`src/verilog/debug_decoder_pkg.sv`:
```
// Constants, command codes and widths shared by the serial debug command decoder.
// Assumes a single clock domain; the link clock is sampled, not used as a clock.
package debug_decoder_pkg;

   localparam int WORD_BITS = 16;
   localparam int NIBBLE_BITS = 4;
   localparam int FLASH_ADDR_BITS = 12;
   localparam int FLASH_PAGE_LSB = 6;
   localparam int BYTE_BITS = 8;
   localparam int PORT_SEL_BITS = 4;

   // Serial framing: an address nibble then a value nibble, both sent low bit first.
   localparam int FRAME_BITS = 8;
   localparam int ADDR_PHASE_BITS = 4;
   localparam int READOUT_BITS = 16;
   localparam int BIT_COUNT_BITS = 5;

   // Internal nibble addresses.
   localparam logic [3:0] NIB_HOLD_LOW = 4'h0;
   localparam logic [3:0] NIB_HOLD_HIGH = 4'h3;
   localparam logic [3:0] NIB_ADDR_LOW = 4'h4;
   localparam logic [3:0] NIB_ADDR_HIGH = 4'h7;
   localparam logic [3:0] NIB_COMMAND = 4'h8;
   localparam logic [3:0] NIB_MODE = 4'h9;
   localparam logic [3:0] NIB_READOUT = 4'hF;

   // Interface wiring modes.
   localparam logic [3:0] MODE_FOUR_WIRE = 4'h0;
   localparam logic [3:0] MODE_THREE_WIRE = 4'h1;

   // Reset values.
   localparam logic [15:0] HOLD_RESET = 16'h0000;
   localparam logic [15:0] ADDR_RESET = 16'h0000;
   localparam logic [3:0] COMMAND_RESET = 4'hC;
   localparam logic [3:0] MODE_RESET = 4'h0;
   localparam logic HALT_RESET = 1'b0;

   typedef enum logic [3:0] {
      CMD_PORT_WRITE, CMD_FLASH_WRITE, CMD_PORT_READ, CMD_FLASH_READ,
      CMD_ACC_READ, CMD_PC_FLASH_READ, CMD_PC_READ, CMD_HALT,
      CMD_START, CMD_STEP, CMD_PC_ZERO, CMD_MODULE_RESET,
      CMD_NOP, CMD_PAGE_ERASE, CMD_PART_ERASE, CMD_AUX_PARTITION
   } command_type;

   typedef enum logic [2:0] {
      ST_IDLE, ST_PORT_WRITE, ST_PORT_READ, ST_PORT_CAPTURE, ST_FLASH_WAIT
   } exec_state_type;

endpackage

```
`src/verilog/nibble_link_if.sv`:
```
// Carries decoded nibble writes and readout data between the frame receiver and the decoder core.
// Assumes both ends run on the same system clock.
interface nibble_link_if;
   logic nib_wr;
   logic [3:0] nib_addr;
   logic [3:0] nib_val;
   logic readout_active;
   logic [15:0] readout;
   logic four_wire;

   modport receiver (output nib_wr, nib_addr, nib_val, readout_active, input readout, four_wire);
   modport core (input nib_wr, nib_addr, nib_val, readout_active, output readout, four_wire);
endinterface

```
`src/verilog/debug_command_decoder.sv`:
```
// Serial debug command decoder: nibble registers and the command executor facing CPU and flash.
// Assumes a CPU with a halt input and a port bus, and a flash controller with a done handshake.
// Overview of operation
// - Addresses 0000-0011 write the nibble into holding bits 3:0 up to 15:12.
// - Addresses 0100-0111 write successive address-register nibbles, lowest first.
// - Address 1000 loads the command register and launches that command.
// - Address 1001 loads the interface wiring mode register.
// - Command 0000 writes the holding word to the port chosen by address bits 3:0.
// - Command 0001 programs holding low byte into flash at address bits 11:0; halted only.
// - Command 0010 reads the selected port into holding, even while the CPU runs.
// - Command 0011 reads flash at address bits 11:0 into holding low byte; halted only.
// - Command 0100 copies the accumulator into holding; halted only.
// - Command 0101 reads the flash byte at the program counter into holding low byte; halted only.
// - Command 0110 copies the program counter into holding; halted only.
// - Command 0111 halts the CPU always; command 1000 clears the halt.
// - Command 1001 while halted lets the CPU run exactly one clock.
// - Command 1010 while halted zeroes the program counter.
// - Command 1011 while halted resets modules, flash controller and registers D-F.
// - Command 1101 erases the 64-byte flash page at address bits 11:6; halted only.
// - Command 1110 erases the whole selected flash partition; halted only.
// - Command 1111 while halted selects the auxiliary partition; the next halt restores the main one.
// - On simultaneous port access the CPU goes first.
// - Mode 0000 is 4-wire, 0001 is 3-wire; other values are unused.
module debug_command_decoder
   import debug_decoder_pkg::*;
(
   input wire logic MCLK,
   input wire logic RESETN,
   input wire logic SELECT_N,
   input wire logic LINK_CLOCK,
   input wire logic SERIAL_IN_LINE,
   output logic SERIAL_OUT,
   output logic SERIAL_OUT_OE,
   output logic CPU_HALT,
   output logic CPU_STEP,
   output logic PC_CLEAR,
   output logic MODULE_RESET,
   input wire logic [debug_decoder_pkg::WORD_BITS-1:0] CPU_ACC,
   input wire logic [debug_decoder_pkg::WORD_BITS-1:0] CPU_PC,
   input wire logic CPU_PORT_BUSY,
   output logic [debug_decoder_pkg::PORT_SEL_BITS-1:0] PORT_SEL,
   output logic [debug_decoder_pkg::WORD_BITS-1:0] PORT_WDATA,
   output logic PORT_WR,
   output logic PORT_RD,
   input wire logic [debug_decoder_pkg::WORD_BITS-1:0] PORT_RDATA,
   output logic [debug_decoder_pkg::FLASH_ADDR_BITS-1:0] FLASH_ADDR,
   output logic [debug_decoder_pkg::BYTE_BITS-1:0] FLASH_WDATA,
   output logic FLASH_PROGRAM,
   output logic FLASH_READ,
   output logic FLASH_PAGE_ERASE,
   output logic FLASH_PART_ERASE,
   input wire logic FLASH_DONE,
   input wire logic [debug_decoder_pkg::BYTE_BITS-1:0] FLASH_RDATA,
   output logic AUX_PARTITION_SEL,
   output logic THREE_WIRE,
   output logic BUSY
);
   import debug_decoder_pkg::*;

   logic sel_level, sclk_rise, sclk_fall, sdi_level;
   logic [WORD_BITS-1:0] data_holding_reg;
   logic [WORD_BITS-1:0] port_flash_address_reg;
   logic [3:0] command_code_reg;
   logic [3:0] interface_wiring_mode_reg;
   logic start_reg;
   logic halt_reg;
   logic aux_reg;
   logic flash_capture_reg;
   exec_state_type state_reg;
   command_type cmd;

   nibble_link_if link ();

   pin_sampler select_sampler (
      .clk(MCLK),
      .rst_n(RESETN),
      .pin(!SELECT_N),
      .level(sel_level),
      .rise(),
      .fall()
   );

   pin_sampler clock_sampler (
      .clk(MCLK),
      .rst_n(RESETN),
      .pin(LINK_CLOCK),
      .level(),
      .rise(sclk_rise),
      .fall(sclk_fall)
   );

   pin_sampler data_sampler (
      .clk(MCLK),
      .rst_n(RESETN),
      .pin(SERIAL_IN_LINE),
      .level(sdi_level),
      .rise(),
      .fall()
   );

   frame_receiver receiver (
      .clk(MCLK),
      .rst_n(RESETN),
      .sel_active(sel_level),
      .sclk_rise(sclk_rise),
      .sclk_fall(sclk_fall),
      .sdi(sdi_level),
      .link(link.receiver),
      .sdo(SERIAL_OUT),
      .sdo_oe(SERIAL_OUT_OE)
   );

   // Replaces one nibble of a 16-bit word; used by both nibble-loaded registers.
   function automatic logic [WORD_BITS-1:0] put_nibble(input logic [WORD_BITS-1:0] word,
                                                      input logic [1:0] index,
                                                      input logic [3:0] value);
      logic [WORD_BITS-1:0] result;
      result = word;
      result[index * NIBBLE_BITS +: NIBBLE_BITS] = value;
      return result;
   endfunction

   function automatic logic in_range(input logic [3:0] a, input logic [3:0] lo, input logic [3:0] hi);
      return (a >= lo) && (a <= hi);
   endfunction

   assign cmd = command_type'(command_code_reg);
   assign link.readout = data_holding_reg;
   assign link.four_wire = (interface_wiring_mode_reg != MODE_THREE_WIRE);
   assign THREE_WIRE = (interface_wiring_mode_reg == MODE_THREE_WIRE);
   assign CPU_HALT = halt_reg;
   assign AUX_PARTITION_SEL = aux_reg;
   assign BUSY = (state_reg != ST_IDLE) || start_reg;
   assign PORT_SEL = port_flash_address_reg[PORT_SEL_BITS-1:0];
   assign PORT_WDATA = data_holding_reg;

   // CPU port priority.
   // The serial side only touches the port bus in a cycle the CPU leaves free.
   assign PORT_WR = (state_reg == ST_PORT_WRITE) && !CPU_PORT_BUSY;
   assign PORT_RD = (state_reg == ST_PORT_READ) && !CPU_PORT_BUSY;

   always_ff @(posedge MCLK or negedge RESETN) begin
      if (!RESETN) begin
         port_flash_address_reg <= ADDR_RESET;
      end else if (link.nib_wr && in_range(link.nib_addr, NIB_ADDR_LOW, NIB_ADDR_HIGH)) begin
         port_flash_address_reg <= put_nibble(port_flash_address_reg, link.nib_addr[1:0], link.nib_val);
      end
   end

   // Unused addresses fall through every decode.
   always_ff @(posedge MCLK or negedge RESETN) begin
      if (!RESETN) begin
         command_code_reg <= COMMAND_RESET;
         start_reg <= 1'b0;
      end else begin
         start_reg <= link.nib_wr && (link.nib_addr == NIB_COMMAND);
         if (link.nib_wr && link.nib_addr == NIB_COMMAND) begin
            command_code_reg <= link.nib_val;
         end
      end
   end

   always_ff @(posedge MCLK or negedge RESETN) begin
      if (!RESETN) begin
         interface_wiring_mode_reg <= MODE_RESET;
      end else if (link.nib_wr && link.nib_addr == NIB_MODE) begin
         interface_wiring_mode_reg <= link.nib_val;
      end
   end

   // Halt state and partition selection.
   always_ff @(posedge MCLK or negedge RESETN) begin
      if (!RESETN) begin
         halt_reg <= HALT_RESET;
         aux_reg <= 1'b0;
      end else if (start_reg && state_reg == ST_IDLE) begin
         unique case (cmd)
            CMD_HALT: begin
               halt_reg <= 1'b1;
               aux_reg <= 1'b0;
            end
            CMD_START: begin
               halt_reg <= 1'b0;
            end
            CMD_AUX_PARTITION: begin
               if (halt_reg) begin
                  aux_reg <= 1'b1;
               end
            end
            default: begin
            end
         endcase
      end
   end

   // One-cycle CPU control pulses; each is refused while the CPU runs.
   always_ff @(posedge MCLK or negedge RESETN) begin
      if (!RESETN) begin
         CPU_STEP <= 1'b0;
         PC_CLEAR <= 1'b0;
         MODULE_RESET <= 1'b0;
      end else begin
         CPU_STEP <= start_reg && state_reg == ST_IDLE && halt_reg && cmd == CMD_STEP;
         PC_CLEAR <= start_reg && state_reg == ST_IDLE && halt_reg && cmd == CMD_PC_ZERO;
         MODULE_RESET <= start_reg && state_reg == ST_IDLE && halt_reg && cmd == CMD_MODULE_RESET;
      end
   end

   // Executor sequencing; flash requests are one-cycle pulses answered by FLASH_DONE.
   always_ff @(posedge MCLK or negedge RESETN) begin
      if (!RESETN) begin
         state_reg <= ST_IDLE;
         flash_capture_reg <= 1'b0;
         FLASH_ADDR <= '0;
         FLASH_WDATA <= '0;
         FLASH_PROGRAM <= 1'b0;
         FLASH_READ <= 1'b0;
         FLASH_PAGE_ERASE <= 1'b0;
         FLASH_PART_ERASE <= 1'b0;
      end else begin
         FLASH_PROGRAM <= 1'b0;
         FLASH_READ <= 1'b0;
         FLASH_PAGE_ERASE <= 1'b0;
         FLASH_PART_ERASE <= 1'b0;
         unique case (state_reg)
            ST_IDLE: begin
               if (start_reg) begin
                  unique case (cmd)
                     CMD_PORT_WRITE: state_reg <= ST_PORT_WRITE;
                     CMD_PORT_READ: state_reg <= ST_PORT_READ;
                     CMD_FLASH_WRITE: begin
                        if (halt_reg) begin
                           FLASH_ADDR <= port_flash_address_reg[FLASH_ADDR_BITS-1:0];
                           FLASH_WDATA <= data_holding_reg[BYTE_BITS-1:0];
                           FLASH_PROGRAM <= 1'b1;
                           flash_capture_reg <= 1'b0;
                           state_reg <= ST_FLASH_WAIT;
                        end
                     end
                     CMD_FLASH_READ: begin
                        if (halt_reg) begin
                           FLASH_ADDR <= port_flash_address_reg[FLASH_ADDR_BITS-1:0];
                           FLASH_READ <= 1'b1;
                           flash_capture_reg <= 1'b1;
                           state_reg <= ST_FLASH_WAIT;
                        end
                     end
                     CMD_PC_FLASH_READ: begin
                        if (halt_reg) begin
                           FLASH_ADDR <= CPU_PC[FLASH_ADDR_BITS-1:0];
                           FLASH_READ <= 1'b1;
                           flash_capture_reg <= 1'b1;
                           state_reg <= ST_FLASH_WAIT;
                        end
                     end
                     CMD_PAGE_ERASE: begin
                        if (halt_reg) begin
                           FLASH_ADDR <= {port_flash_address_reg[FLASH_ADDR_BITS-1:FLASH_PAGE_LSB],
                                          FLASH_PAGE_LSB'(0)};
                           FLASH_PAGE_ERASE <= 1'b1;
                           flash_capture_reg <= 1'b0;
                           state_reg <= ST_FLASH_WAIT;
                        end
                     end
                     CMD_PART_ERASE: begin
                        if (halt_reg) begin
                           FLASH_PART_ERASE <= 1'b1;
                           flash_capture_reg <= 1'b0;
                           state_reg <= ST_FLASH_WAIT;
                        end
                     end
                     default: state_reg <= ST_IDLE;
                  endcase
               end
            end
            ST_PORT_WRITE: begin
               if (!CPU_PORT_BUSY) begin
                  state_reg <= ST_IDLE;
               end
            end
            ST_PORT_READ: begin
               if (!CPU_PORT_BUSY) begin
                  state_reg <= ST_PORT_CAPTURE;
               end
            end
            ST_PORT_CAPTURE: state_reg <= ST_IDLE;
            ST_FLASH_WAIT: begin
               if (FLASH_DONE) begin
                  state_reg <= ST_IDLE;
               end
            end
         endcase
      end
   end

   // Holding register: command results win over a nibble write in the same cycle,
   // since the host cannot see a result it has just overwritten anyway.
   always_ff @(posedge MCLK or negedge RESETN) begin
      if (!RESETN) begin
         data_holding_reg <= HOLD_RESET;
      end else if (state_reg == ST_PORT_CAPTURE) begin
         data_holding_reg <= PORT_RDATA;
      end else if (state_reg == ST_FLASH_WAIT && FLASH_DONE && flash_capture_reg) begin
         data_holding_reg[BYTE_BITS-1:0] <= FLASH_RDATA;
      end else if (start_reg && state_reg == ST_IDLE && halt_reg && cmd == CMD_ACC_READ) begin
         data_holding_reg <= CPU_ACC;
      end else if (start_reg && state_reg == ST_IDLE && halt_reg && cmd == CMD_PC_READ) begin
         data_holding_reg <= CPU_PC;
      end else if (link.nib_wr && in_range(link.nib_addr, NIB_HOLD_LOW, NIB_HOLD_HIGH)) begin
         data_holding_reg <= put_nibble(data_holding_reg, link.nib_addr[1:0], link.nib_val);
      end
   end
endmodule // debug_command_decoder

```
`src/verilog/frame_receiver.sv`:
```
// Turns sampled link edges into nibble writes and shifts the holding register out on readout.
// Assumes sampled select, clock and data levels from pin_sampler instances.
module frame_receiver
   import debug_decoder_pkg::*;
(
   input wire logic clk,
   input wire logic rst_n,
   input wire logic sel_active,
   input wire logic sclk_rise,
   input wire logic sclk_fall,
   input wire logic sdi,
   nibble_link_if.receiver link,
   output logic sdo,
   output logic sdo_oe
);
   logic [FRAME_BITS-1:0] shift_reg;
   logic [FRAME_BITS-1:0] shift_next;
   logic [BIT_COUNT_BITS-1:0] count_reg;
   logic [READOUT_BITS-1:0] out_reg;
   logic readout_reg;

   assign shift_next = {sdi, shift_reg[FRAME_BITS-1:1]};
   assign link.readout_active = readout_reg;

   always_ff @(posedge clk or negedge rst_n) begin
      if (!rst_n) begin
         shift_reg <= '0;
         count_reg <= '0;
         readout_reg <= 1'b0;
         out_reg <= '0;
         link.nib_wr <= 1'b0;
         link.nib_addr <= '0;
         link.nib_val <= '0;
      end else begin
         link.nib_wr <= 1'b0;
         if (!sel_active) begin
            count_reg <= '0;
            readout_reg <= 1'b0;
         end else if (readout_reg) begin
            if (sclk_fall) begin
               out_reg <= {1'b0, out_reg[READOUT_BITS-1:1]};
               count_reg <= count_reg + 1'b1;
               if (count_reg == BIT_COUNT_BITS'(READOUT_BITS - 1)) begin
                  readout_reg <= 1'b0;
                  count_reg <= '0;
               end
            end
         end else if (sclk_rise) begin
            shift_reg <= shift_next;
            count_reg <= count_reg + 1'b1;
            if (count_reg == BIT_COUNT_BITS'(ADDR_PHASE_BITS - 1) && shift_next[7:4] == NIB_READOUT) begin
               readout_reg <= 1'b1;
               out_reg <= link.readout;
               count_reg <= '0;
            end else if (count_reg == BIT_COUNT_BITS'(FRAME_BITS - 1)) begin
               link.nib_wr <= 1'b1;
               link.nib_addr <= shift_next[3:0];
               link.nib_val <= shift_next[7:4];
               count_reg <= '0;
            end
         end
      end
   end

   // Output wiring mode.
   // In 3-wire mode the line is released except while data is shifted out.
   assign sdo = out_reg[0];
   assign sdo_oe = sel_active && (link.four_wire || readout_reg);
endmodule // frame_receiver

```
`src/verilog/pin_sampler.sv`:
```
// Three-stage sampler for a pin from outside the clock domain, with edge pulses.
// Assumes the pin is slow against the system clock (at least a few clocks per level).
module pin_sampler (
   input wire logic clk,
   input wire logic rst_n,
   input wire logic pin,
   output logic level,
   output logic rise,
   output logic fall
);
   logic s1_reg, s2_reg, s3_reg;

   // The first stage feeds only the second, so a metastable value never reaches logic.
   always_ff @(posedge clk or negedge rst_n) begin
      if (!rst_n) begin
         s1_reg <= 1'b0;
         s2_reg <= 1'b0;
         s3_reg <= 1'b0;
      end else begin
         s1_reg <= pin;
         s2_reg <= s1_reg;
         s3_reg <= s2_reg;
      end
   end

   // A change only counts once the second and third stages agree.
   always_ff @(posedge clk or negedge rst_n) begin
      if (!rst_n) begin
         level <= 1'b0;
         rise <= 1'b0;
         fall <= 1'b0;
      end else begin
         rise <= (s2_reg == s3_reg) && s3_reg && !level;
         fall <= (s2_reg == s3_reg) && !s3_reg && level;
         if (s2_reg == s3_reg) begin
            level <= s3_reg;
         end
      end
   end
endmodule // pin_sampler
```
`config.mk`:
```
export PLATFORM = sky130hd
export DESIGN_NAME = debug_command_decoder
export DESIGN_NICKNAME = d
export VERILOG_FILES = /design/src/verilog/debug_decoder_pkg.sv /design/src/verilog/nibble_link_if.sv /design/src/verilog/debug_command_decoder.sv /design/src/verilog/frame_receiver.sv /design/src/verilog/pin_sampler.sv
export SDC_FILE = /design/constraint.sdc
export NUM_CORES = 1
export LEC_CHECK = 0
export BUFFER_PORTS_ARGS = -buffer_cell sky130_fd_sc_hd__buf_2
export CAP_MARGIN = 20
export CORE_ASPECT_RATIO = 1.4
export CORE_MARGIN = 3
export CORE_UTILIZATION = 35
export CTS_BUF_LIST = sky130_fd_sc_hd__clkbuf_4 sky130_fd_sc_hd__clkbuf_8
export CTS_CLUSTER_SIZE = 8
export DETAILED_ROUTE_END_ITERATION = 10
export RECOVER_POWER = 100
export SETUP_SLACK_MARGIN = 0.1
export SLEW_MARGIN = 5
export SYNTH_ARGS = -nofsm -noshare
export SYNTH_HDL_FRONTEND = slang
export SYNTH_SLANG_ARGS = --single-unit
```
`constraint.sdc`:
```
create_clock -name MCLK -period 2.7 [get_ports MCLK]
set_input_delay 0.405 -clock MCLK [delete_from_list [all_inputs] [get_ports MCLK]]
set_output_delay 0.405 -clock MCLK [all_outputs]
set_load 0.03 [all_outputs]
```
==> impl_results.rst, run 1 <==
.. list-table::
   :header-rows: 1

   * - Metric
     - Value
   * - Post-Synthesis Net Count
     - 649
   * - Worst slew margin relative to its limit
     - 34.0%
   * - Top Ports
     - 118
   * - Max Clk Rate
     - 414 MHz
   * - Setup violation total in the final timing report
     - 0
   * - Count of warnings emitted by yosys
     - 0
   * - DP HPWL
     - 12,500 µm
   * - Final antenna diode count
     - 0
   * - Pin count of the biggest net entering global routing
     - 46
   * - Clock buffer count from CTS
     - 17
   * - Port bufs
     - 117
   * - Antenna viol nets, final
     - 0
   * - Fraction of the cycle the final worst path needs
     - 89.5%
   * - Flops & latches, synth
     - 122
   * - Unique cell type count in the Yosys netlist
     - 59
   * - Maximum single-stage delay on the critical path
     - 0.51 ns
   * - Leakage power figure
     - 3.07 nW
   * - Most area-consuming cells after synthesis
     - sky130_fd_sc_hd__dfrtp_1, sky130_fd_sc_hd__nand2_1, sky130_fd_sc_hd__o21ai_0
   * - Initial DRT Pass Iterations
     - 6
   * - DRC violation count after routing
     - 0
   * - Critical Setup Path Class
     - reg -> reg
   * - Initial cell density of the core
     - 36.1%
   * - Overall die height
     - 160 µm
   * - Clock tree root buffer cell
     - sky130_fd_sc_hd__clkbuf_8
   * - Result of the run
     - finished, final reports clean
   * - Deepest clock path buffer count
     - 2
   * - Total standard cell area after synthesis
     - 5890 µm²
   * - Slowest library cell on the worst path
     - sky130_fd_sc_hd__nor4b_4
   * - Via count of the first global-routing pass
     - 4,923
   * - Source-to-sink clock delay at the later pin of the worst-skew pair
     - 0.44 ns
   * - CP Cell Sequence
     - nor4b_4 > and2_0 > nand3_2 > o211ai_1 > a31oi_1
   * - Proportion of layout cells with a drive suffix above 1
     - 20.0%
   * - CTS tree
     - yes
   * - DR WL/cell
     - 18.2 µm
   * - FF/Latch Area
     - 3060 µm²
   * - Core region area
     - 16,300 µm²
   * - CP Launch Point
     - state_reg[0]
   * - Clock-pin slew on the worst setup and hold paths
     - 0.07 ns
   * - Total negative setup slack
     - 0 ns
   * - Number of vias in the routed layout
     - 4,763
   * - Startpoint of the worst-slack reg-to-reg timing path
     - state_reg[0]
   * - Slew of the pin with the lowest slew margin
     - 0.989 ns
   * - Count of flip-flops with a built-in enable after synthesis
     - 0
   * - Final-report hold violation count
     - 0
   * - Via density per instance
     - 5.30
   * - Hold path startpoint
     - SERIAL_IN_LINE
   * - Top FF cell, synth
     - sky130_fd_sc_hd__dfrtp_1
   * - Clock tree skew after final layout
     - 0.00941 ns
   * - Final global-route overflow total
     - 0
   * - Worst hold-check path type
     - in -> reg
   * - Largest area contributor in the netlist
     - sky130_fd_sc_hd__dfrtp_1
   * - RSZ-0062 raised after global routing
     - no
   * - Chip width
     - 116 µm
   * - Fraction of the yosys area taken by sequential cells
     - 51.8%
   * - Cell count after synthesis
     - 576
   * - Number of clock sinks
     - 122
   * - Data arrival time at the worst-slack endpoint
     - 2.71 ns
   * - Total power per unit cell area
     - 558 nW/µm²
   * - GPL Wtd Cong
     - 0.888
   * - Max-cap violations
     - 0
   * - Area of the die
     - 18,500 µm²
   * - Type of element capturing the critical path
     - flop
   * - Final setup margin
     - 0.283 ns
   * - Global-route wire length before repair
     - 26,100 µm
   * - GRT Overall Usage
     - 18.2%
   * - Area grow syn2layout
     - 18.5%
   * - Share of flip-flops with an asynchronous set or reset
     - 100%
   * - WL final
     - 16,400 µm
   * - Combined area of the multi-input logic cells
     - 2600 µm²
   * - Count of fill cells added during filler insertion
     - 1,608
   * - Area share of the leading cell type in the synthesized netlist
     - 50.9%
   * - Critical-path maximum fanout
     - 16
   * - Quantity of gates resized following cts
     - 0
   * - Startpoint kind of the worst setup timing path
     - flop
   * - Critical path required time
     - 2.99 ns
   * - Max-slew violation count
     - 0
   * - Final critical-path required period
     - 2.42 ns
   * - VDD IR max
     - 0.228 mV
   * - Pre-CTS setup slack
     - 0.386 ns
   * - Post-CTS Setup Inserts
     - 0
   * - 1st-iter DRT viols
     - 344
   * - H-Tree Level Count
     - 4
   * - Site Rows
     - 55
   * - Initial antenna violation count
     - 0
   * - Average size of a mapped cell
     - 10.2 µm²
   * - NumNets Final
     - 761
kinds of logic (layout without fill, tap and decap cells):
family                     after synthesis  count (layout)  synth area share, %
buffers and inverters                   51             175                 4.01
AOI/OAI and AO/OA                      146             146                 16.0
and+or+nand+nor                        192             192                 16.2
DFF                                    122             122                 51.8
xor gates and xnor gates                 1               1                0.149
muxes                                   52              52                 9.38
adders and majority gates               12              12                 2.46
cells in the final DEF, fill, tap and decap left out, drive strengths merged, types with 6 or more instances in the layout:
| cell | n |
|---|---|
| nand2 | 88 |
| mux2i | 26 |
| nor4b | 6 |
| a21oi | 7 |
| buf | 69 |
| nor3 | 8 |
| dfrtp | 120 |
| a21boi | 14 |
| nand3 | 17 |
| nor2 | 35 |
| o21ai | 71 |
| nor2b | 6 |
| a222oi | 8 |
| clkbuf | 78 |
| a22oi | 10 |
| inv | 15 |
| mux2 | 26 |
| o31ai | 7 |
| ha | 10 |
repair_timing:
| action | CTS | global route |
|---|---|---|
| hold buffers | 1 | 0 |
| setup endpoints to repair | 0 | 0 |
| endpoints found under the hold margin | 31 | 0 |
synthesized netlist by cell type, drive strengths merged (3+ instances only):
cell type  count
o21ai         71
nand2b         5
nor2          35
nor2b          6
o31ai          7
clkbuf        17
a21oi          7
nand2         88
a22oi         10
ha            10
a222oi         8
dfrtp        120
a21boi        14
and2           4
a31oi          5
nand4          3
nand4b         3
mux2          26
o311ai         5
a22o           5
nand3         17
nor3           8
buf           19
and3           3
o211ai         5
mux2i         26
inv           14
nor4b          6
nor3b          3
layout make-up:
class	instances	area share [%]
Tap cell	199	3.57
Multi-Input combinational cell	403	37.2
Sequential cell	122	43.7
Clock inverter	12	2.13
Timing Repair Buffer	129	8.92
Inverter	15	0.806
Clock buffer	19	3.65
through the flow:
stage | util, % | std cells | hold slack [ns] | instance area (µm²) | total power, W
2_1_floorplan | - | 576 | 0.109 | 5890 | 0.00213
3_3_place_gp | 40.8 | 867 | 0.333 | 6660 | 0.00227
3_5_place_dp | 40.8 | 867 | 0.340 | 6660 | 0.00228
4_1_cts | 43.4 | 899 | 0.0576 | 7070 | 0.00395
5_1_grt | 42.8 | 899 | 0.0478 | 6980 | 0.00407
6_report | 42.8 | 899 | 0.0720 | 6980 | 0.00390
critical path: cells and delay by family, from the launching register on:
family,cells,cell delay [ns]
compound gates,2,0.47
simple gates,3,1.29
flops,1,0.50
worst paths after layout:
check	slack (ns)	to	cells after the start
worst max register to register	0.28	PORT_WDATA[8]	5
worst max-delay path	0.28	PORT_WDATA[8]	5
max in group asynchronous	1.27	flash_capture_reg	3
worst min-delay path	0.07	data_sampler.s1_reg	1
worst min register to register	0.35	clock_sampler.s2_reg	0
min in group asynchronous	0.66	FLASH_PROGRAM	2
report_power, final:
group          internal (W)  switching [W]
Sequential          0.00189      0.0000690
Clock              0.000937       0.000727
Combinational      0.000115       0.000159
routing by layer:
layer  share of wire, %  GRT usage (%)  wire (µm)
met2                 52           30.7       8460
met4                2.5           7.92        404
met5                  0              0          0
met1                 42           22.3       6840
met3                4.3           3.65        706
Note: power is estimated with default switching activity, not from simulation.
==> inputs of run 2 (changes only) <==
--- a/config.mk
+++ b/config.mk
@@ -10,7 +10,7 @@
 export CORE_ASPECT_RATIO = 1.4
 export CORE_MARGIN = 3
 export CORE_UTILIZATION = 35
-export CTS_BUF_LIST = sky130_fd_sc_hd__clkbuf_4 sky130_fd_sc_hd__clkbuf_8
+export CTS_BUF_LIST = sky130_fd_sc_hd__clkbuf_8
 export CTS_CLUSTER_SIZE = 8
 export DETAILED_ROUTE_END_ITERATION = 10
 export RECOVER_POWER = 100
==> impl_results.rst, run 2 (synthesized netlist as in run 1, its figures left out) <==
.. list-table::
   :header-rows: 1

   * - Metric
     - Value
   * - Result of the run
     - finished, final reports clean
   * - Placed cell count
     - 867 (unchanged)
   * - CTS tree
     - yes
   * - Setup violation total in the final timing report
     - 0 (unchanged)
   * - WL final
     - 16,400 µm (+0.18%)
   * - Clock tree skew after final layout
     - 0.00936 ns (-0.0000537 ns)
   * - RSZ-0062 raised after global routing
     - no
   * - Sequential fraction of design power
     - 50.5% (+0.2 points)
   * - Area grow syn2layout
     - 18.4% (about the same)
   * - Via count of the first global-routing pass
     - 4,923 (unchanged)
   * - Utilization of the core after routing
     - 42.8% (about the same)
   * - Total power per unit cell area
     - 556 nW/µm² (-0.31%)
   * - Overall die height
     - 160 µm (unchanged)
   * - Port bufs
     - 117 (unchanged)
   * - Commonest cells after routing, fill and taps aside
     - sky130_fd_sc_hd__dfrtp_1, sky130_fd_sc_hd__nand2_1, sky130_fd_sc_hd__o21ai_0, sky130_fd_sc_hd__buf_2, sky130_fd_sc_hd__clkbuf_1
   * - Combinational power share
     - 7.1% (about the same)
   * - Switching Share
     - 24.6% (+0.078 points)
   * - Clock power frac
     - 42.5% (-0.2 points)
   * - Max-slew violation count
     - 0 (unchanged)
   * - Final antenna diode count
     - 0 (unchanged)
   * - Pin count of the biggest net entering global routing
     - 46 (unchanged)
   * - Source-to-sink clock delay at the later pin of the worst-skew pair
     - 0.44 ns (about the same)
   * - Critical-path maximum fanout
     - 16 (unchanged)
   * - Final global-route overflow total
     - 0 (unchanged)
   * - Startpoint kind of the worst setup timing path
     - flop
   * - GRT Overall Usage
     - 18.2% (unchanged)
   * - Top Ports
     - 118 (unchanged)
   * - Slew of the pin with the lowest slew margin
     - 0.990 ns (+0.000124 ns)
   * - Fraction of the cycle the final worst path needs
     - 89.4% (-0.096 points)
   * - Worst slew margin relative to its limit
     - 34.0% (about the same)
   * - Count of fill cells added during filler insertion
     - 1,608 (unchanged)
   * - DR WL/cell
     - 18.3 µm (+0.18%)
   * - Initial cell density of the core
     - 36.1% (unchanged)
   * - Clock-pin slew on the worst setup and hold paths
     - 0.07 ns (about the same)
   * - Clock buffer count from CTS
     - 17 (unchanged)
   * - Deepest clock path buffer count
     - 2 (unchanged)
   * - Antenna viol nets, final
     - 0 (unchanged)
   * - Tot Pwr
     - 0.00388 W (-0.37%)
   * - Data arrival time at the worst-slack endpoint
     - 2.70 ns (about the same)
   * - DP HPWL
     - 12,500 µm (unchanged)
   * - VDD IR max
     - 0.228 mV (unchanged)
   * - Switching power total
     - 0.000955 W (about the same)
   * - Type of element capturing the critical path
     - flop
   * - NumNets Final
     - 761 (unchanged)
   * - Max-cap violations
     - 0 (unchanged)
   * - Number of clock sinks
     - 122 (unchanged)
   * - Site Rows
     - 55 (unchanged)
   * - Core region area
     - 16,300 µm² (unchanged)
   * - Critical path required time
     - 2.99 ns (about the same)
   * - Max Clk Rate
     - 414 MHz (+0.11%)
   * - Worst hold-check path type
     - in -> reg
   * - Clock tree root buffer cell
     - sky130_fd_sc_hd__clkbuf_8
   * - Cell-internal power
     - 0.00293 W (-0.47%)
   * - Area of the die
     - 18,500 µm² (unchanged)
   * - Number of vias in the routed layout
     - 4,762 (-0.021%)
   * - Initial DRT Pass Iterations
     - 5 (-1)
   * - DRC violation count after routing
     - 0 (unchanged)
   * - Total negative setup slack
     - 0 ns (unchanged)
   * - 1st-iter DRT viols
     - 347 (+0.87%)
   * - Filler-free cell count of the finished design
     - 899 (unchanged)
   * - Final-report hold violation count
     - 0 (unchanged)
   * - GPL Wtd Cong
     - 0.888 (unchanged)
   * - H-Tree Level Count
     - 4 (unchanged)
   * - Via density per instance
     - 5.30 (about the same)
   * - Proportion of layout cells with a drive suffix above 1
     - 19.9% (-0.14 points)
   * - Final critical-path required period
     - 2.41 ns (-0.00260 ns)
   * - Leakage power figure
     - 3.07 nW (about the same)
   * - Initial antenna violation count
     - 0 (unchanged)
   * - Final-layout worst hold slack
     - 0.0727 ns (+0.000639 ns)
   * - Quantity of gates resized following cts
     - 0 (unchanged)
   * - Most common cell after layout, fill and taps aside
     - sky130_fd_sc_hd__dfrtp_1
   * - Critical Setup Path Class
     - reg -> reg
   * - Global-route wire length before repair
     - 26,100 µm (unchanged)
   * - Chip width
     - 116 µm (unchanged)
[run 2: changes by cell type in the layout (fill, tap and decap cells not counted), sizes merged]
cell	previous run	this run
clkbuf	78	77
inv	15	16
[run 2: cell type report]
cell class	instances	area, µm²	area share, %
Tap cell	199	249	3.57
Clock inverter	13	153	2.19
Multi-Input combinational cell	403	2600	37.2
Timing Repair Buffer	129	623	8.93
Inverter	15	56.3	0.807
Sequential cell	122	3060	43.8
Clock buffer	18	248	3.55
[run 2: path summary, 6_finish.rpt]
kind / start / endpoint / slack [ns] / depth (start not counted)
max in group asynchronous: RESETN / flash_capture_reg / 1.27 / 3
min reg2reg: clock_sampler.s1_reg / clock_sampler.s2_reg / 0.35 / 0
min in group asynchronous: RESETN / FLASH_PROGRAM / 0.66 / 2
max reg2reg: state_reg[0] / PORT_WDATA[8] / 0.29 / 5
max: state_reg[0] / PORT_WDATA[8] / 0.29 / 5
min: SERIAL_IN_LINE / data_sampler.s1_reg / 0.07 / 1
[run 2: metal layers]
layer	vias to the layer above	wire length [µm]	GRT usage [%]
met1	2333	6850	22.3
li1	2283	-	-
met3	24	727	3.65
met4	0	398	7.92
met2	122	8460	30.7
met5	-	0	0
[run 2: power by group through the flow]
stage | Clock, W | Sequential (W) | Combinational [W]
finish | 0.00165 | 0.00196 | 0.000275
global route | 0.00178 | 0.00197 | 0.000303
CTS | 0.00169 | 0.00196 | 0.000284
detailed placement | 0 | 0.00199 | 0.000281
global placement | 0 | 0.00199 | 0.000279
floorplan | 0 | 0.00196 | 0.000167
[run 2: timing repair]
item                      4_1_cts  5_1_grt
setup buffers                   0        0
hold buffers                    1        0
hold endpoints to repair       31        0
[run 2: worst max-delay path: stages, from the launching register on]
cell	delay [ns]
sky130_fd_sc_hd__dfrtp_1	0.50
sky130_fd_sc_hd__nor4b_4	0.51
sky130_fd_sc_hd__and2_0	0.40
sky130_fd_sc_hd__nand3_2	0.37
sky130_fd_sc_hd__o211ai_1	0.34
sky130_fd_sc_hd__a31oi_1	0.13
[run 2: metrics by stage]
step	setup WS (ns)	area (µm²)
floorplan	0.142	5890
global placement	0.506	6660
detailed placement	0.386	6660
CTS	0.362	7070
global route	0.0752	6980
finish	0.285	6980
==> inputs of run 3 (changes only) <==
--- a/config.mk
+++ b/config.mk
@@ -18,4 +18,5 @@
 export SLEW_MARGIN = 5
 export SYNTH_ARGS = -nofsm -noshare
 export SYNTH_HDL_FRONTEND = slang
+export SYNTH_HIERARCHICAL = 1
 export SYNTH_SLANG_ARGS = --single-unit
==> impl_results.rst, run 3 <==
.. list-table::
   :header-rows: 1

   * - Metric
     - Value
   * - Area grow syn2layout
     - 17.8%
   * - GPL Wtd Cong
     - 0.850 (-4.3%)
   * - Tot Pwr
     - 0.00426 W (+9.8%)
   * - H-Tree Level Count
     - 4 (unchanged)
   * - Combinational power share
     - 8.7% (+1.6 points)
   * - Final critical-path required period
     - 2.42 ns (+0.00509 ns)
   * - Number of vias in the routed layout
     - 4,924 (+3.4%)
   * - Area of the die
     - 19,300 µm² (+4.7%)
   * - Port bufs
     - 117 (unchanged)
   * - Proportion of layout cells with a drive suffix above 1
     - 23.7% (+3.8 points)
   * - Max-cap violations
     - 0 (unchanged)
   * - Number of buffers added to fix hold violations after cts
     - 0 (-1)
   * - Source-to-sink clock delay at the later pin of the worst-skew pair
     - 0.44 ns (about the same)
   * - Final-layout worst hold slack
     - 0.0723 ns (-0.000348 ns)
   * - Total negative setup slack
     - 0 ns (unchanged)
   * - Count of fill cells added during filler insertion
     - 1,711 (+6.4%)
   * - Fraction of the cycle the final worst path needs
     - 89.6% (+0.19 points)
   * - Total non-filler cell area in the finished layout
     - 7280 µm² (+4.4%)
   * - Slew of the pin with the lowest slew margin
     - 1.35 ns (+0.362 ns)
   * - Metal1 wirelength
     - 6810 µm (-0.69%)
   * - Top Ports
     - 118 (unchanged)
   * - Global-route wire length before repair
     - 26,800 µm (+2.6%)
   * - Max-slew violation count
     - 0 (unchanged)
   * - VDD IR max
     - 0.268 mV (+17%)
   * - Sequential fraction of design power
     - 45.8% (-4.7 points)
   * - Critical-path maximum fanout
     - 14 (-2)
   * - Total power per unit cell area
     - 585 nW/µm² (+5.2%)
   * - Critical Setup Path Class
     - reg -> reg
   * - Critical path required time
     - 3.01 ns (+0.02 ns)
   * - Average size of a mapped cell
     - 10.9 µm² (+6.9%)
   * - Post-Synthesis Net Count
     - 640 (-1.4%)
   * - Result of the run
     - finished, final reports clean
   * - DRC violation count after routing
     - 0 (unchanged)
   * - Clock buffer count from CTS
     - 17 (unchanged)
   * - Hold path startpoint
     - LINK_CLOCK
   * - Maximum single-stage delay on the critical path
     - 0.66 ns (+0.15 ns)
   * - Utilization of the core after routing
     - 42.8% (about the same)
   * - Site Rows
     - 56 (+1.8%)
   * - Worst slew margin relative to its limit
     - 9.90% (-24 points)
   * - Initial cell density of the core
     - 36.3% (+0.17 points)
   * - Clock-pin slew on the worst setup and hold paths
     - 0.08 ns (about the same)
   * - Quantity of gates resized following cts
     - 0 (unchanged)
   * - Antenna viol nets, final
     - 0 (unchanged)
   * - Cell count after synthesis
     - 565 (-1.9%)
   * - Initial DRT Pass Iterations
     - 8 (+3)
   * - GRT Overall Usage
     - 17.7% (-0.51 points)
   * - Clock tree root buffer cell
     - sky130_fd_sc_hd__clkbuf_8
   * - Final-report hold violation count
     - 0 (unchanged)
   * - DR WL/cell
     - 18.4 µm (+0.52%)
   * - Count of warnings emitted by yosys
     - 6 (+6)
   * - Routed wire length on met2
     - 9180 µm (+8.6%)
   * - Most common cell after layout, fill and taps aside
     - sky130_fd_sc_hd__dfrtp_1
   * - Via count of the first global-routing pass
     - 4,984 (+1.2%)
   * - Clock power frac
     - 45.5% (+3.0 points)
   * - Startpoint of the worst-slack reg-to-reg timing path
     - state_reg[2]
   * - Total standard cell area after synthesis
     - 6180 µm² (+4.9%)
   * - 1st-iter DRT viols
     - 321 (-7.5%)
   * - Commonest cells after routing, fill and taps aside
     - sky130_fd_sc_hd__dfrtp_1, sky130_fd_sc_hd__clkbuf_1, sky130_fd_sc_hd__buf_2, sky130_fd_sc_hd__mux2_2, sky130_fd_sc_hd__nand2_1
   * - Clock tree skew after final layout
     - 0.0197 ns (+0.0103 ns)
   * - Pin count of the biggest net entering global routing
     - 53 (+15%)
   * - Switching power total
     - 0.00107 W (+12%)
   * - Worst-case reg-to-reg path depth
     - 5 (unchanged)
   * - Leakage power figure
     - 3.35 nW (+9.3%)
   * - Slowest library cell on the worst path
     - sky130_fd_sc_hd__nor4_1
   * - Final global-route overflow total
     - 0 (unchanged)
   * - Post-CTS Setup Inserts
     - 0 (unchanged)
   * - Worst hold-check path type
     - in -> reg
   * - Top Layer Used
     - met4
   * - Number of clock sinks
     - 122 (unchanged)
   * - NumNets Final
     - 759 (-0.26%)
   * - Flop2flop setup slack
     - 0.28 ns (about the same)
   * - WL final
     - 17,100 µm (+3.9%)
   * - DP HPWL
     - 13,000 µm (+3.3%)
   * - CP Cell Sequence
     - clkbuf_1 > and3b_1 > buf_4 > nor4_1 > mux2_2
   * - Cell-internal power
     - 0.00320 W (+9.2%)
   * - Initial antenna violation count
     - 0 (unchanged)
   * - Core region area
     - 17,000 µm² (+4.4%)
   * - Deepest clock path buffer count
     - 2 (unchanged)
   * - RSZ-0062 raised after global routing
     - no
   * - Chip width
     - 118 µm (+2.3%)
   * - Max Clk Rate
     - 413 MHz (-0.21%)
   * - CTS tree
     - yes
   * - Data arrival time at the worst-slack endpoint
     - 2.73 ns (+0.03 ns)
   * - Worst r2r dst
     - PORT_WDATA[1]
   * - Overall die height
     - 163 µm (+2.3%)
   * - Final antenna diode count
     - 0 (unchanged)
   * - DP Area
     - 6990 µm² (+5.0%)
   * - Worst-case hold path end point
     - clock_sampler/s1_reg
   * - Met3 routed WL
     - 882 µm (+21%)
   * - Number of cells on the worst hold path
     - 1 (unchanged)
   * - Type of element capturing the critical path
     - flop
   * - Switching Share
     - 25.0% (+0.42 points)
   * - Setup violation total in the final timing report
     - 0 (unchanged)
   * - Startpoint kind of the worst setup timing path
     - flop
   * - Via density per instance
     - 5.30 (about the same)
==> run 3: power groups by stage <==
stage / logic [W] / clock network [W] / registers [W]
global placement: 0.000373 / 0 / 0.00198
finish: 0.000370 / 0.00194 / 0.00195
CTS: 0.000389 / 0.00198 / 0.00195
global route: 0.000410 / 0.00206 / 0.00196
floorplan: 0.000221 / 0 / 0.00198
detailed placement: 0.000388 / 0 / 0.00199
==> run 3: area by class of cell <==
class	instances	area [µm²]	area share, %
sequential	122	3060	41.9
multi-input combinational	376	2730	37.4
timing repair buffer	135	618	8.49
tap	232	290	3.98
clock buffer	19	262	3.59
clock inverter	13	214	2.94
inverter	32	120	1.65
==> run 3: worst max-delay path by stage <==
stage	start	end	cells after the start
2_1_floorplan	state_reg[2]	PORT_WDATA[7]	8
3_3_place_gp	state_reg[2]	PORT_WDATA[6]	4
3_5_place_dp	state_reg[2]	PORT_WDATA[7]	4
4_1_cts	interface_wiring_mode_reg[1]	SERIAL_OUT_OE	3
5_1_grt	state_reg[2]	PORT_WDATA[15]	5
6_report	state_reg[2]	PORT_WDATA[1]	5
==> run 3: worst max-delay path: cells and delay by family (launching register included) <==
family | cells | cell delay, ns
buf+inv | 2 | 0.60
flops | 1 | 0.35
mux | 1 | 0.40
simple gates | 2 | 0.95
==> run 3: layer usage <==
layer,GRT usage (%),vias to the layer above
met5,0,-
met4,4.80,0
li1,-,2285
met2,32.6,169
met1,20.4,2454
met3,4.47,16
==> run 3: metrics by stage <==
stage,cells,setup WS (ns)
5_1_grt,929,0.131
4_1_cts,929,0.339
6_report,929,0.280
3_5_place_dp,897,0.414
2_1_floorplan,565,0.503
3_3_place_gp,897,0.461
